<file path="src/shared/tpse_pkg.sv">
package tpse_pkg;
    // Register byte offsets, one aligned word each
    localparam logic [7:0] OFS_MODE = 8'h00;
    localparam logic [7:0] OFS_CTRL = 8'h04;
    localparam logic [7:0] OFS_IEN = 8'h08;
    localparam logic [7:0] OFS_STAT = 8'h0c;
    localparam logic [7:0] OFS_IOC = 8'h10;
    localparam logic [7:0] OFS_CNT = 8'h14;
    localparam logic [7:0] OFS_STEP = 8'h18;
    localparam logic [7:0] OFS_NOVL = 8'h1c;
    localparam logic [7:0] OFS_PDATA = 8'h20;
    localparam logic [7:0] OFS_PDIR = 8'h24;
    localparam logic [7:0] OFS_SEQ = 8'h28;
    localparam logic [7:0] OFS_ACC = 8'h2c;
    localparam logic [7:0] OFS_CON = 8'h30;
    localparam logic [7:0] OFS_DEC = 8'h34;
    localparam logic [7:0] OFS_HOLD = 8'h38;
    localparam logic [7:0] OFS_TBL = 8'h3c;
    // Field positions
    localparam int MODE_START_BIT = 7;
    localparam int CTRL_CCLR_BIT = 7;
    localparam int CTRL_CKS_LSB = 4;
    localparam int IEN_A_BIT = 0;
    localparam int IEN_B_BIT = 1;
    localparam int SEQ_EN_BIT = 0;
    localparam int TBL_IDX_LSB = 16;
    // Widths
    localparam int PSC_W = 13;
    localparam int CNT_W = 16;
    localparam int TBL_AW = 6;
    // Reset values
    localparam logic [7:0] RST_BYTE = 8'h00;
    localparam logic [15:0] RST_STEP = 16'hffff;
    localparam logic [15:0] RST_NOVL = 16'h1000;
    localparam logic [7:0] RST_PDATA = 8'h08;
    localparam logic [15:0] RST_COUNT = 16'h0010;
    // Tick source codes
    localparam logic [2:0] CKS_SYS = 3'h0;
    localparam logic [2:0] CKS_DIV2 = 3'h1;
    localparam logic [2:0] CKS_DIV4 = 3'h2;
    localparam logic [2:0] CKS_DIV8 = 3'h3;
    // Two-phase pairs in forward order: bit3 A, bit2 B, bit1 ~A, bit0 ~B
    localparam logic [3:0] PAIR_0 = 4'h9;
    localparam logic [3:0] PAIR_1 = 4'hc;
    localparam logic [3:0] PAIR_2 = 4'h6;
    localparam logic [3:0] PAIR_3 = 4'h3;
    typedef enum logic [2:0] {S_IDLE, S_ACCEL, S_CONST, S_DECEL, S_HOLD} tpse_state_t;
    typedef struct packed {
        logic read;
        logic write;
        logic [7:0] address;
        logic [31:0] writedata;
    } tpse_av_req_t;
endpackage

</file>
<file path="src/hw/tpse_slue_mem.sv">
`timescale 1ns/1ps
module tpse_slue_mem #(
    parameter int AW = 6,
    parameter int DW = 16
) (
    input wire logic clk_sys,
    input wire logic wr_en,
    input wire logic [AW-1:0] wr_addr,
    input wire logic [DW-1:0] wr_data,
    input wire logic [AW-1:0] rd_addr,
    output logic [DW-1:0] rd_data
);
    logic [DW-1:0] mem [0:(1<<AW)-1];

    // Registered read keeps the period lookup off the compare path
    always_ff @(posedge clk_sys) begin
        if (wr_en) begin
            mem[wr_addr] <= wr_data;
        end
        rd_data <= mem[rd_addr];
    end
endmodule

</file>
<file path="src/hw/tpse_core.sv">
`timescale 1ns/1ps
module tpse_core #(
    parameter int TBL_AW_P = 6
) (
    input wire logic clk_sys,
    input wire logic reset,
    input wire tpse_pkg::tpse_av_req_t av_req,
    output logic [31:0] av_readdata,
    output logic av_waitrequest,
    input wire logic ext_tick_in,
    output logic phase_a_out,
    output logic phase_b_out,
    output logic phase_a_bar_out,
    output logic phase_b_bar_out,
    output logic [3:0] phase_oe,
    output logic irq
);
    import tpse_pkg::*;

    logic wait_q;
    logic [31:0] rdata_q;
    logic [31:0] rdata_d;
    logic [7:0] mode_q;
    logic [7:0] ctrl_q;
    logic [7:0] ien_q;
    logic [7:0] ioc_q;
    logic [7:0] pdr_q;
    logic [7:0] pdir_q;
    logic [7:0] seq_q;
    logic [1:0] flag_q;
    logic [PSC_W-1:0] psc_q;
    logic [CNT_W-1:0] cnt_q;
    logic [CNT_W-1:0] step_q;
    logic [CNT_W-1:0] novl_q;
    logic [15:0] acc_q;
    logic [15:0] con_q;
    logic [15:0] dec_q;
    logic [15:0] hold_q;
    logic [15:0] steps_q;
    logic [TBL_AW_P-1:0] sidx_q;
    logic [1:0] pidx_q;
    logic dir_q;
    logic ext_q;
    logic irq_q;
    logic [3:0] phase_q;
    tpse_state_t state_q;
    logic [15:0] tbl_rdata;

    // Pair table lookup, shared by current and next pattern
    function automatic logic [3:0] pair_of(input logic [1:0] i);
        case (i)
            2'd0: pair_of = PAIR_0;
            2'd1: pair_of = PAIR_1;
            2'd2: pair_of = PAIR_2;
            default: pair_of = PAIR_3;
        endcase
    endfunction

    // Tick source select from prescaler taps, or the external tick edge for codes above CKS_DIV8
    function automatic logic sel_tick(input logic [2:0] c, input logic [PSC_W-1:0] p,
                                      input logic e);
        case (c)
            CKS_SYS: sel_tick = 1'b1;
            CKS_DIV2: sel_tick = p[0];
            CKS_DIV4: sel_tick = &p[1:0];
            CKS_DIV8: sel_tick = &p[2:0];
            default: sel_tick = e;
        endcase
    endfunction

    // Bus strobes: a write lands on the edge where waitrequest is seen low
    wire wr_go = av_req.write & ~av_req.read & ~wait_q;
    wire rd_cap = av_req.read & wait_q;
    wire [7:0] adr = av_req.address;
    wire [31:0] wd = av_req.writedata;
    wire w_mode = wr_go & (adr == OFS_MODE);
    wire w_ctrl = wr_go & (adr == OFS_CTRL);
    wire w_ien = wr_go & (adr == OFS_IEN);
    wire w_stat = wr_go & (adr == OFS_STAT);
    wire w_ioc = wr_go & (adr == OFS_IOC);
    wire w_cnt = wr_go & (adr == OFS_CNT);
    wire w_step = wr_go & (adr == OFS_STEP);
    wire w_novl = wr_go & (adr == OFS_NOVL);
    wire w_pdr = wr_go & (adr == OFS_PDATA);
    wire w_pdir = wr_go & (adr == OFS_PDIR);
    wire w_seq = wr_go & (adr == OFS_SEQ);
    wire w_acc = wr_go & (adr == OFS_ACC);
    wire w_con = wr_go & (adr == OFS_CON);
    wire w_dec = wr_go & (adr == OFS_DEC);
    wire w_hold = wr_go & (adr == OFS_HOLD);
    wire w_tbl = wr_go & (adr == OFS_TBL);

    // Timer tick and compare events
    wire ext_rise = ext_tick_in & ~ext_q;
    wire tick = sel_tick(ctrl_q[CTRL_CKS_LSB +: 3], psc_q, ext_rise);
    wire cnt_en = mode_q[MODE_START_BIT] & tick;
    wire hit_a = cnt_en & (cnt_q == step_q);
    wire hit_b = cnt_en & (cnt_q == novl_q);
    wire cclr = ctrl_q[CTRL_CCLR_BIT];
    wire [CNT_W-1:0] cnt_d = w_cnt ? wd[CNT_W-1:0] :
                             (hit_a & cclr) ? '0 :
                             cnt_en ? cnt_q + 16'h0001 : cnt_q;

    // Flags: hardware set wins over a software clear in the same cycle
    wire [1:0] flag_clr = w_stat ? ~wd[1:0] : 2'b00;
    wire [1:0] flag_d = (flag_q & ~flag_clr) | {hit_b, hit_a};

    // Sequencer decode
    wire seq_en = seq_q[SEQ_EN_BIT];
    wire moving = seq_en & ((state_q == S_ACCEL) | (state_q == S_CONST) |
                            (state_q == S_DECEL));
    wire [1:0] pidx_nx = dir_q ? pidx_q - 2'd1 : pidx_q + 2'd1;
    wire [3:0] pair_cur = pair_of(pidx_q);
    wire [3:0] pair_nx = pair_of(pidx_nx);
    wire [3:0] single = pair_cur & pair_nx;
    wire [15:0] steps_inc = steps_q + 16'h0001;
    wire [15:0] lim = (state_q == S_ACCEL) ? acc_q :
                      (state_q == S_CONST) ? con_q :
                      (state_q == S_DECEL) ? dec_q : hold_q;
    wire last = hit_a & (steps_inc >= lim);
    wire seq_b = moving & hit_b;
    wire seq_a = moving & hit_a;

    // Phase data: sequencer updates override software in the same cycle
    wire [7:0] pdr_d = seq_b ? {pdr_q[7:4], single} :
                       seq_a ? {pdr_q[7:4], pair_nx} :
                       (seq_en & (state_q == S_IDLE)) ? {pdr_q[7:4], pair_cur} :
                       w_pdr ? wd[7:0] : pdr_q;

    // Step period: table drives it while ramping
    wire ramp = hit_a & seq_en & ((state_q == S_ACCEL) | (state_q == S_DECEL));
    wire [CNT_W-1:0] step_d = ramp ? tbl_rdata :
                              w_step ? wd[CNT_W-1:0] : step_q;

    // Read mux, unmapped offsets read zero
    always_comb begin
        rdata_d = 32'h0000_0000;
        case (adr)
            OFS_MODE: rdata_d[7:0] = mode_q;
            OFS_CTRL: rdata_d[7:0] = ctrl_q;
            OFS_IEN: rdata_d[7:0] = ien_q;
            OFS_STAT: rdata_d[1:0] = flag_q;
            OFS_IOC: rdata_d[7:0] = ioc_q;
            OFS_CNT: rdata_d[15:0] = cnt_q;
            OFS_STEP: rdata_d[15:0] = step_q;
            OFS_NOVL: rdata_d[15:0] = novl_q;
            OFS_PDATA: rdata_d[7:0] = pdr_q;
            OFS_SEQ: rdata_d = {steps_q, 5'h00, state_q, dir_q, pidx_q, 4'h0, seq_en};
            OFS_ACC: rdata_d[15:0] = acc_q;
            OFS_CON: rdata_d[15:0] = con_q;
            OFS_DEC: rdata_d[15:0] = dec_q;
            OFS_HOLD: rdata_d[15:0] = hold_q;
            default: rdata_d = 32'h0000_0000;
        endcase
    end

    // Bus handshake: one wait cycle, then one ready cycle
    always_ff @(posedge clk_sys or posedge reset) begin
        if (reset) begin
            wait_q <= 1'b1;
            rdata_q <= 32'h0000_0000;
        end else begin
            wait_q <= ~((av_req.read | av_req.write) & wait_q);
            if (rd_cap) begin
                rdata_q <= rdata_d;
            end
        end
    end

    // Software-only registers
    always_ff @(posedge clk_sys or posedge reset) begin
        if (reset) begin
            mode_q <= RST_BYTE;
            ctrl_q <= RST_BYTE;
            ien_q <= RST_BYTE;
            ioc_q <= RST_BYTE;
            pdir_q <= RST_BYTE;
            seq_q <= RST_BYTE;
            novl_q <= RST_NOVL;
            acc_q <= RST_COUNT;
            con_q <= RST_COUNT;
            dec_q <= RST_COUNT;
            hold_q <= RST_COUNT;
        end else begin
            if (w_mode) mode_q <= wd[7:0];
            if (w_ctrl) ctrl_q <= wd[7:0];
            if (w_ien) ien_q <= wd[7:0];
            if (w_ioc) ioc_q <= wd[7:0];
            if (w_pdir) pdir_q <= wd[7:0];
            if (w_seq) seq_q <= wd[7:0];
            if (w_novl) novl_q <= wd[CNT_W-1:0];
            if (w_acc) acc_q <= wd[15:0];
            if (w_con) con_q <= wd[15:0];
            if (w_dec) dec_q <= wd[15:0];
            if (w_hold) hold_q <= wd[15:0];
        end
    end

    // Timer datapath
    always_ff @(posedge clk_sys or posedge reset) begin
        if (reset) begin
            psc_q <= '0;
            cnt_q <= '0;
            step_q <= RST_STEP;
            flag_q <= 2'b00;
            ext_q <= 1'b0;
            irq_q <= 1'b0;
        end else begin
            psc_q <= psc_q + 13'h0001;
            cnt_q <= cnt_d;
            step_q <= step_d;
            flag_q <= flag_d;
            ext_q <= ext_tick_in;
            irq_q <= (flag_q[0] & ien_q[IEN_A_BIT]) | (flag_q[1] & ien_q[IEN_B_BIT]);
        end
    end

    // Run profile: accelerate, constant, decelerate, hold, swap direction
    always_ff @(posedge clk_sys or posedge reset) begin
        if (reset) begin
            state_q <= S_IDLE;
            pdr_q <= RST_PDATA;
            steps_q <= 16'h0000;
            sidx_q <= '0;
            pidx_q <= 2'd0;
            dir_q <= 1'b0;
        end else begin
            pdr_q <= pdr_d;
            if (!seq_en) begin
                state_q <= S_IDLE;
            end else begin
                case (state_q)
                    S_IDLE: begin
                        state_q <= S_ACCEL;
                        steps_q <= 16'h0000;
                        sidx_q <= '0;
                    end
                    S_ACCEL: if (hit_a) begin
                        pidx_q <= pidx_nx;
                        sidx_q <= sidx_q + 1'b1;
                        steps_q <= last ? 16'h0000 : steps_inc;
                        if (last) state_q <= S_CONST;
                    end
                    S_CONST: if (hit_a) begin
                        pidx_q <= pidx_nx;
                        steps_q <= last ? 16'h0000 : steps_inc;
                        if (last) begin
                            state_q <= S_DECEL;
                            sidx_q <= sidx_q - 1'b1;
                        end
                    end
                    S_DECEL: if (hit_a) begin
                        pidx_q <= pidx_nx;
                        if (sidx_q != '0) sidx_q <= sidx_q - 1'b1;
                        steps_q <= last ? 16'h0000 : steps_inc;
                        if (last) state_q <= S_HOLD;
                    end
                    S_HOLD: if (hit_a) begin
                        steps_q <= last ? 16'h0000 : steps_inc;
                        if (last) begin
                            state_q <= S_ACCEL;
                            dir_q <= ~dir_q;
                            sidx_q <= '0;
                        end
                    end
                    default: state_q <= S_IDLE;
                endcase
            end
        end
    end

    // Period table, loaded by software, read by the ramp
    tpse_slue_mem #(
        .AW(TBL_AW_P),
        .DW(16)
    ) u_mem (
        .clk_sys(clk_sys),
        .wr_en(w_tbl),
        .wr_addr(wd[TBL_IDX_LSB +: TBL_AW_P]),
        .wr_data(wd[15:0]),
        .rd_addr(sidx_q),
        .rd_data(tbl_rdata)
    );

    // Pin drive per line; a line with direction 0 stays low
    for (genvar i = 0; i < 4; i++) begin : g_ph
        always_ff @(posedge clk_sys or posedge reset) begin
            if (reset) begin
                phase_q[i] <= 1'b0;
            end else begin
                phase_q[i] <= pdr_q[i] & pdir_q[i];
            end
        end
    end

    assign phase_a_out = phase_q[3];
    assign phase_b_out = phase_q[2];
    assign phase_a_bar_out = phase_q[1];
    assign phase_b_bar_out = phase_q[0];
    assign phase_oe = pdir_q[3:0];
    assign irq = irq_q;
    assign av_readdata = rdata_q;
    assign av_waitrequest = wait_q;
endmodule

</file>
<file path="config.mk">
export PLATFORM = sky130hd
export DESIGN_NAME = tpse_core
export DESIGN_NICKNAME = d
export VERILOG_FILES = /design/src/shared/tpse_pkg.sv /design/src/hw/tpse_slue_mem.sv /design/src/hw/tpse_core.sv
export SDC_FILE = /design/constraint.sdc
export NUM_CORES = 1
export LEC_CHECK = 0
export BUFFER_PORTS_ARGS = -buffer_cell sky130_fd_sc_hd__buf_2
export CORE_ASPECT_RATIO = 1.2
export CORE_MARGIN = 8
export CORE_UTILIZATION = 48
export DETAILED_ROUTE_END_ITERATION = 12
export GPL_TIMING_DRIVEN = 0
export SYNTH_ARGS = -nofsm -noshare
export SYNTH_HDL_FRONTEND = slang
export SYNTH_SLANG_ARGS = --single-unit
</file>
<file path="constraint.sdc">
create_clock -name clk_sys -period 8.05 [get_ports clk_sys]
set_input_delay 0 -clock clk_sys [delete_from_list [all_inputs] [get_ports clk_sys]]
set_output_delay 0 -clock clk_sys [all_outputs]
set_load 0.01 [all_outputs]
</file>
==> impl_metrics.csv <==
group,metric,value,unit
detailed_routing,detail-route-antenna-nets,0,
setup_path,crit_chain,"clkbuf_1, clkbuf_1, mux2i_1, nand2_1, o221ai_1, ha_1, a211oi_1, o32ai_1, or4b_4, o311ai_4, buf_6, nand2_1, o31ai_1",
logic_synthesis,ys_seq_elements,1269,
sta,fmax,219,MHz
finish,syn2layout_area_growth,16.2,%
finish,final_nets,3314,
floorplanning,die_h,378,um
finish,multiInputGateArea,14700,um2
setup_path,cp_data_arrival_time,5220,ps
logic_synthesis,async_reset_ff_share,18.0,%
floorplanning,ios,87,
sta,skew,24.3,ps
logic_synthesis,synth_fp_nets,3004,
finish,regArea,36800,um2
clock_network,clkSinkCount,1269,
setup_path,critPathSlowestCell,"clkbuf_1",
setup_path,required,8710,ps
finish,nFillCells,8344,
place,dp_hpwl,107000,um
pwr,power,13.7,mW
global_route,grt_overflow,0,
finish,drive_above_1_share,27.9,%
detailed_routing,drtPass1Iterations,5,
clock_network,postCtsSetupBuffers,0,
logic_synthesis,synth-edff-count,1024,
global_route,grt_max_degree,117,
global_route,grt.total_usage,25.8,%
sta,rsz0062_at_grt,"false",
setup_path,path_max_fanout,10,
sta,slew_headroom,10.3,%
clock_network,hold_buffers,31,
min_path,hp-class,"primary input to flop",
sta,drv_slew,0,
setup_path,path_class,"flop to flop",
clock_network,clockRootBuffer,"clkbuf_16",
pwr,p_leak,20.6,nW
floorplanning,die_x,317,um
sta,layout_min_cycle_time,4560,ps
global_route,antenna_found_initial,4,
logic_synthesis,syn_inst,2926,
floorplanning,rows,132,
sta,finalCritPeriodShare,56.7,%
logic_synthesis,synth_flop_cell,"edfxtp_1",
clock_network,clock_latency,760,ps
logic_synthesis,synth_seq_area_share,70.4,%
clock_network,numCtsBuffers,133,
detailed_routing,avgViaCountPerCell,6.23,
place,port_buffers,71,
pwr,max-vdd-ir-drop,0.200,mV
finish,final_cell_area,60800,um2
detailed_routing,initialDrtViolationCount,2869,
setup_path,cpPeakStageDelay,810,ps
detailed_routing,via_count,29600,
global_route,grt_pass1_wl,222000,um
sta,setup_violations,0,
logic_synthesis,syn-cell-area,52300,um2
detailed_routing,wl_per_cell,32.7,um
clock_network,clk_pin_slew,60,ps
job,maxCapViolations,0,
place,gp_congestion,0.935,
sta,hold_violations,0,
logic_synthesis,avgSynthCellArea,17.9,um2
clock_network,cts_resized,0,
detailed_routing,drcViolationCount,0,
floorplanning,die_area,120000,um2
detailed_routing,wirelength,155000,um
clock_network,ctsHtreeMaxLevel,4,
setup_path,crit_path_end_kind,"flop",
sta,tightest_slew,1350,ps
pwr,p_per_area,225,nW/um2
setup_path,startpoint_type,"flop",
clock_network,cts_max_path_buffers,3,
logic_synthesis,synth_cell_type_count,85,
place,placed_area,56000,um2
clock_network,tritoncts,"yes",
floorplanning,initial_utilization,48.5,%
floorplanning,core,108000,um2
global_route,grt_pass1_vias,30700,
outcome,status,"finished, final reports clean",
logic_synthesis,yosysWarnings,0,
state kept, by name, summed over array words and instances, names as in the netlist, 16 cells and up:
| signal | cells |
|---|---|
| u_mem.rd_data | 16 |
| dec_q | 16 |
| steps_q | 16 |
| acc_q | 16 |
| u_mem.mem | 1024 |
| cnt_q | 16 |
| av_readdata | 32 |
| hold_q | 16 |
| novl_q | 16 |
| con_q | 16 |
| step_q | 16 |
cell usage after synthesis, types with 5 or more instances:
master    number  share of area (%)
buf_1         22               0.16
and2_1        14               0.17
ha_1          32               0.77
mux2_2       135                2.9
nor4_2         6               0.14
nand4_1        9               0.11
mux2i_1       97                1.9
a22oi_1       41               0.59
dfrtp_1      206                9.9
o21ai_1       13               0.12
a222oi_1      16               0.31
o21a_1         9               0.13
clkbuf_1      88               0.63
nor3_1        19               0.18
a21oi_1       68               0.65
o22ai_1        7              0.084
xor2_1        41               0.69
nor2_1       168                1.2
buf_2         53               0.51
nand3b_1       5              0.072
a31oi_1       14               0.17
buf_4         14               0.20
edfxtp_1    1024                 59
o31ai_1        6              0.086
o21ai_0       60               0.57
nor4_1         5              0.060
a311oi_1       6               0.10
nor2b_1       17               0.20
xnor2_1       22               0.37
buf_6          5               0.11
and3_1         7              0.084
inv_1         26               0.19
nand2_1      155                1.1
a211oi_1      15               0.22
o221ai_1      20               0.33
mux4_2       274                 12
dfxtp_1       16               0.61
nand3_1       29               0.28
a22o_1        29               0.49
dfstp_2       23                1.2
a221oi_1      26               0.44
a21o_1        10               0.14
logic make-up after synthesis:
| family | count (synthesis) | share of synthesized area, % |
|---|---|---|
| xor gates and xnor gates | 63 | 1.05 |
| muxes | 506 | 16.6 |
| DFF | 1269 | 70.4 |
| and+or+nand+nor | 470 | 4.27 |
| adders and majority gates | 33 | 0.803 |
| AOI/OAI and AO/OA | 376 | 5.15 |
| buffers and inverters | 209 | 1.80 |
cell type report:
class / instances / area share (%)
diodes: 4 / 0.0165
repair buffers: 175 / 3.56
plain buffers: 182 / 1.38
well taps: 1407 / 2.90
clock buffers: 170 / 5.93
inverters: 27 / 0.179
clock inverters: 71 / 1.24
flip-flops and latches: 1269 / 60.6
multi-input cells: 1448 / 24.2
worst paths after layout:
kind | start | to | slack (ps) | cells after the start
min reg2reg | u_mem.rd_data[12] | step_q[12] | 430 | 2
max reg2reg | state_q[1] | sidx_q[3] | 3490 | 13
max | state_q[1] | sidx_q[3] | 3490 | 13
min | av_req[37] | av_readdata[6] | 90 | 5
max in group asynchronous | reset | state_q[2] | 6380 | 5
min in group asynchronous | reset | pdir_q[0] | 560 | 4
stage by stage:
stage	hold WS (ps)	worst slack (ps)	TNS [ps]	std cells	utilization [%]
4_1_cts	21.2	3570	0	4742	56.2
3_5_place_dp	132	3570	0	4470	51.9
5_1_grt	73.4	3320	0	4749	56.3
2_1_floorplan	31.4	1810	0	2926	-
6_report	91.9	3490	0	4753	56.3
3_3_place_gp	130	-738	-145960	4404	50.4
layer usage:
metal	GRT usage, %	share of wire, %
met1	30.5	36
met3	4.93	6.6
met4	14.0	5.9
met2	44.6	51
met5	0	0.0077
cell usage in the layout (no fill, tap or decap), types with 22 or more instances in the layout:
master,netlist,routed
dfrtp_1,206,206
nand3_1,29,29
mux2_2,135,135
xor2_1,41,41
a221oi_1,26,26
dlygate4sd3_1,0,38
ha_1,32,32
buf_2,53,110
nor2_1,168,104
edfxtp_1,1024,1024
a22oi_1,41,41
nor2_2,2,66
clkbuf_16,0,138
buf_16,0,32
mux4_2,274,274
nand2_1,155,155
clkbuf_1,88,117
xnor2_1,22,22
a21oi_1,68,68
dfstp_2,23,23
clkinv_2,0,24
buf_8,0,32
o21ai_0,60,60
a22o_1,29,29
buf_1,22,22
buf_4,14,28
mux2i_1,97,97
inv_1,26,25
critical path, delay by kind of cell, from the launching register on:
kind                     cells  cell delay, ps
buffers and inverters        3            1530
AO/OA/AOI/OAI                5            1110
AND/OR/NAND/NOR              3             770
flip-flops                   1             420
adder cells (fa/ha/maj)      1             370
multiplexers                 1             260
power by group:
part,switching [mW],leakage [nW],internal (mW)
Clock,2.54,2.15,3.63
Combinational,0.238,6.10,0.0839
Sequential,0.0410,12.4,7.13
No activity file was read; power rests on OpenSTA's default activity.
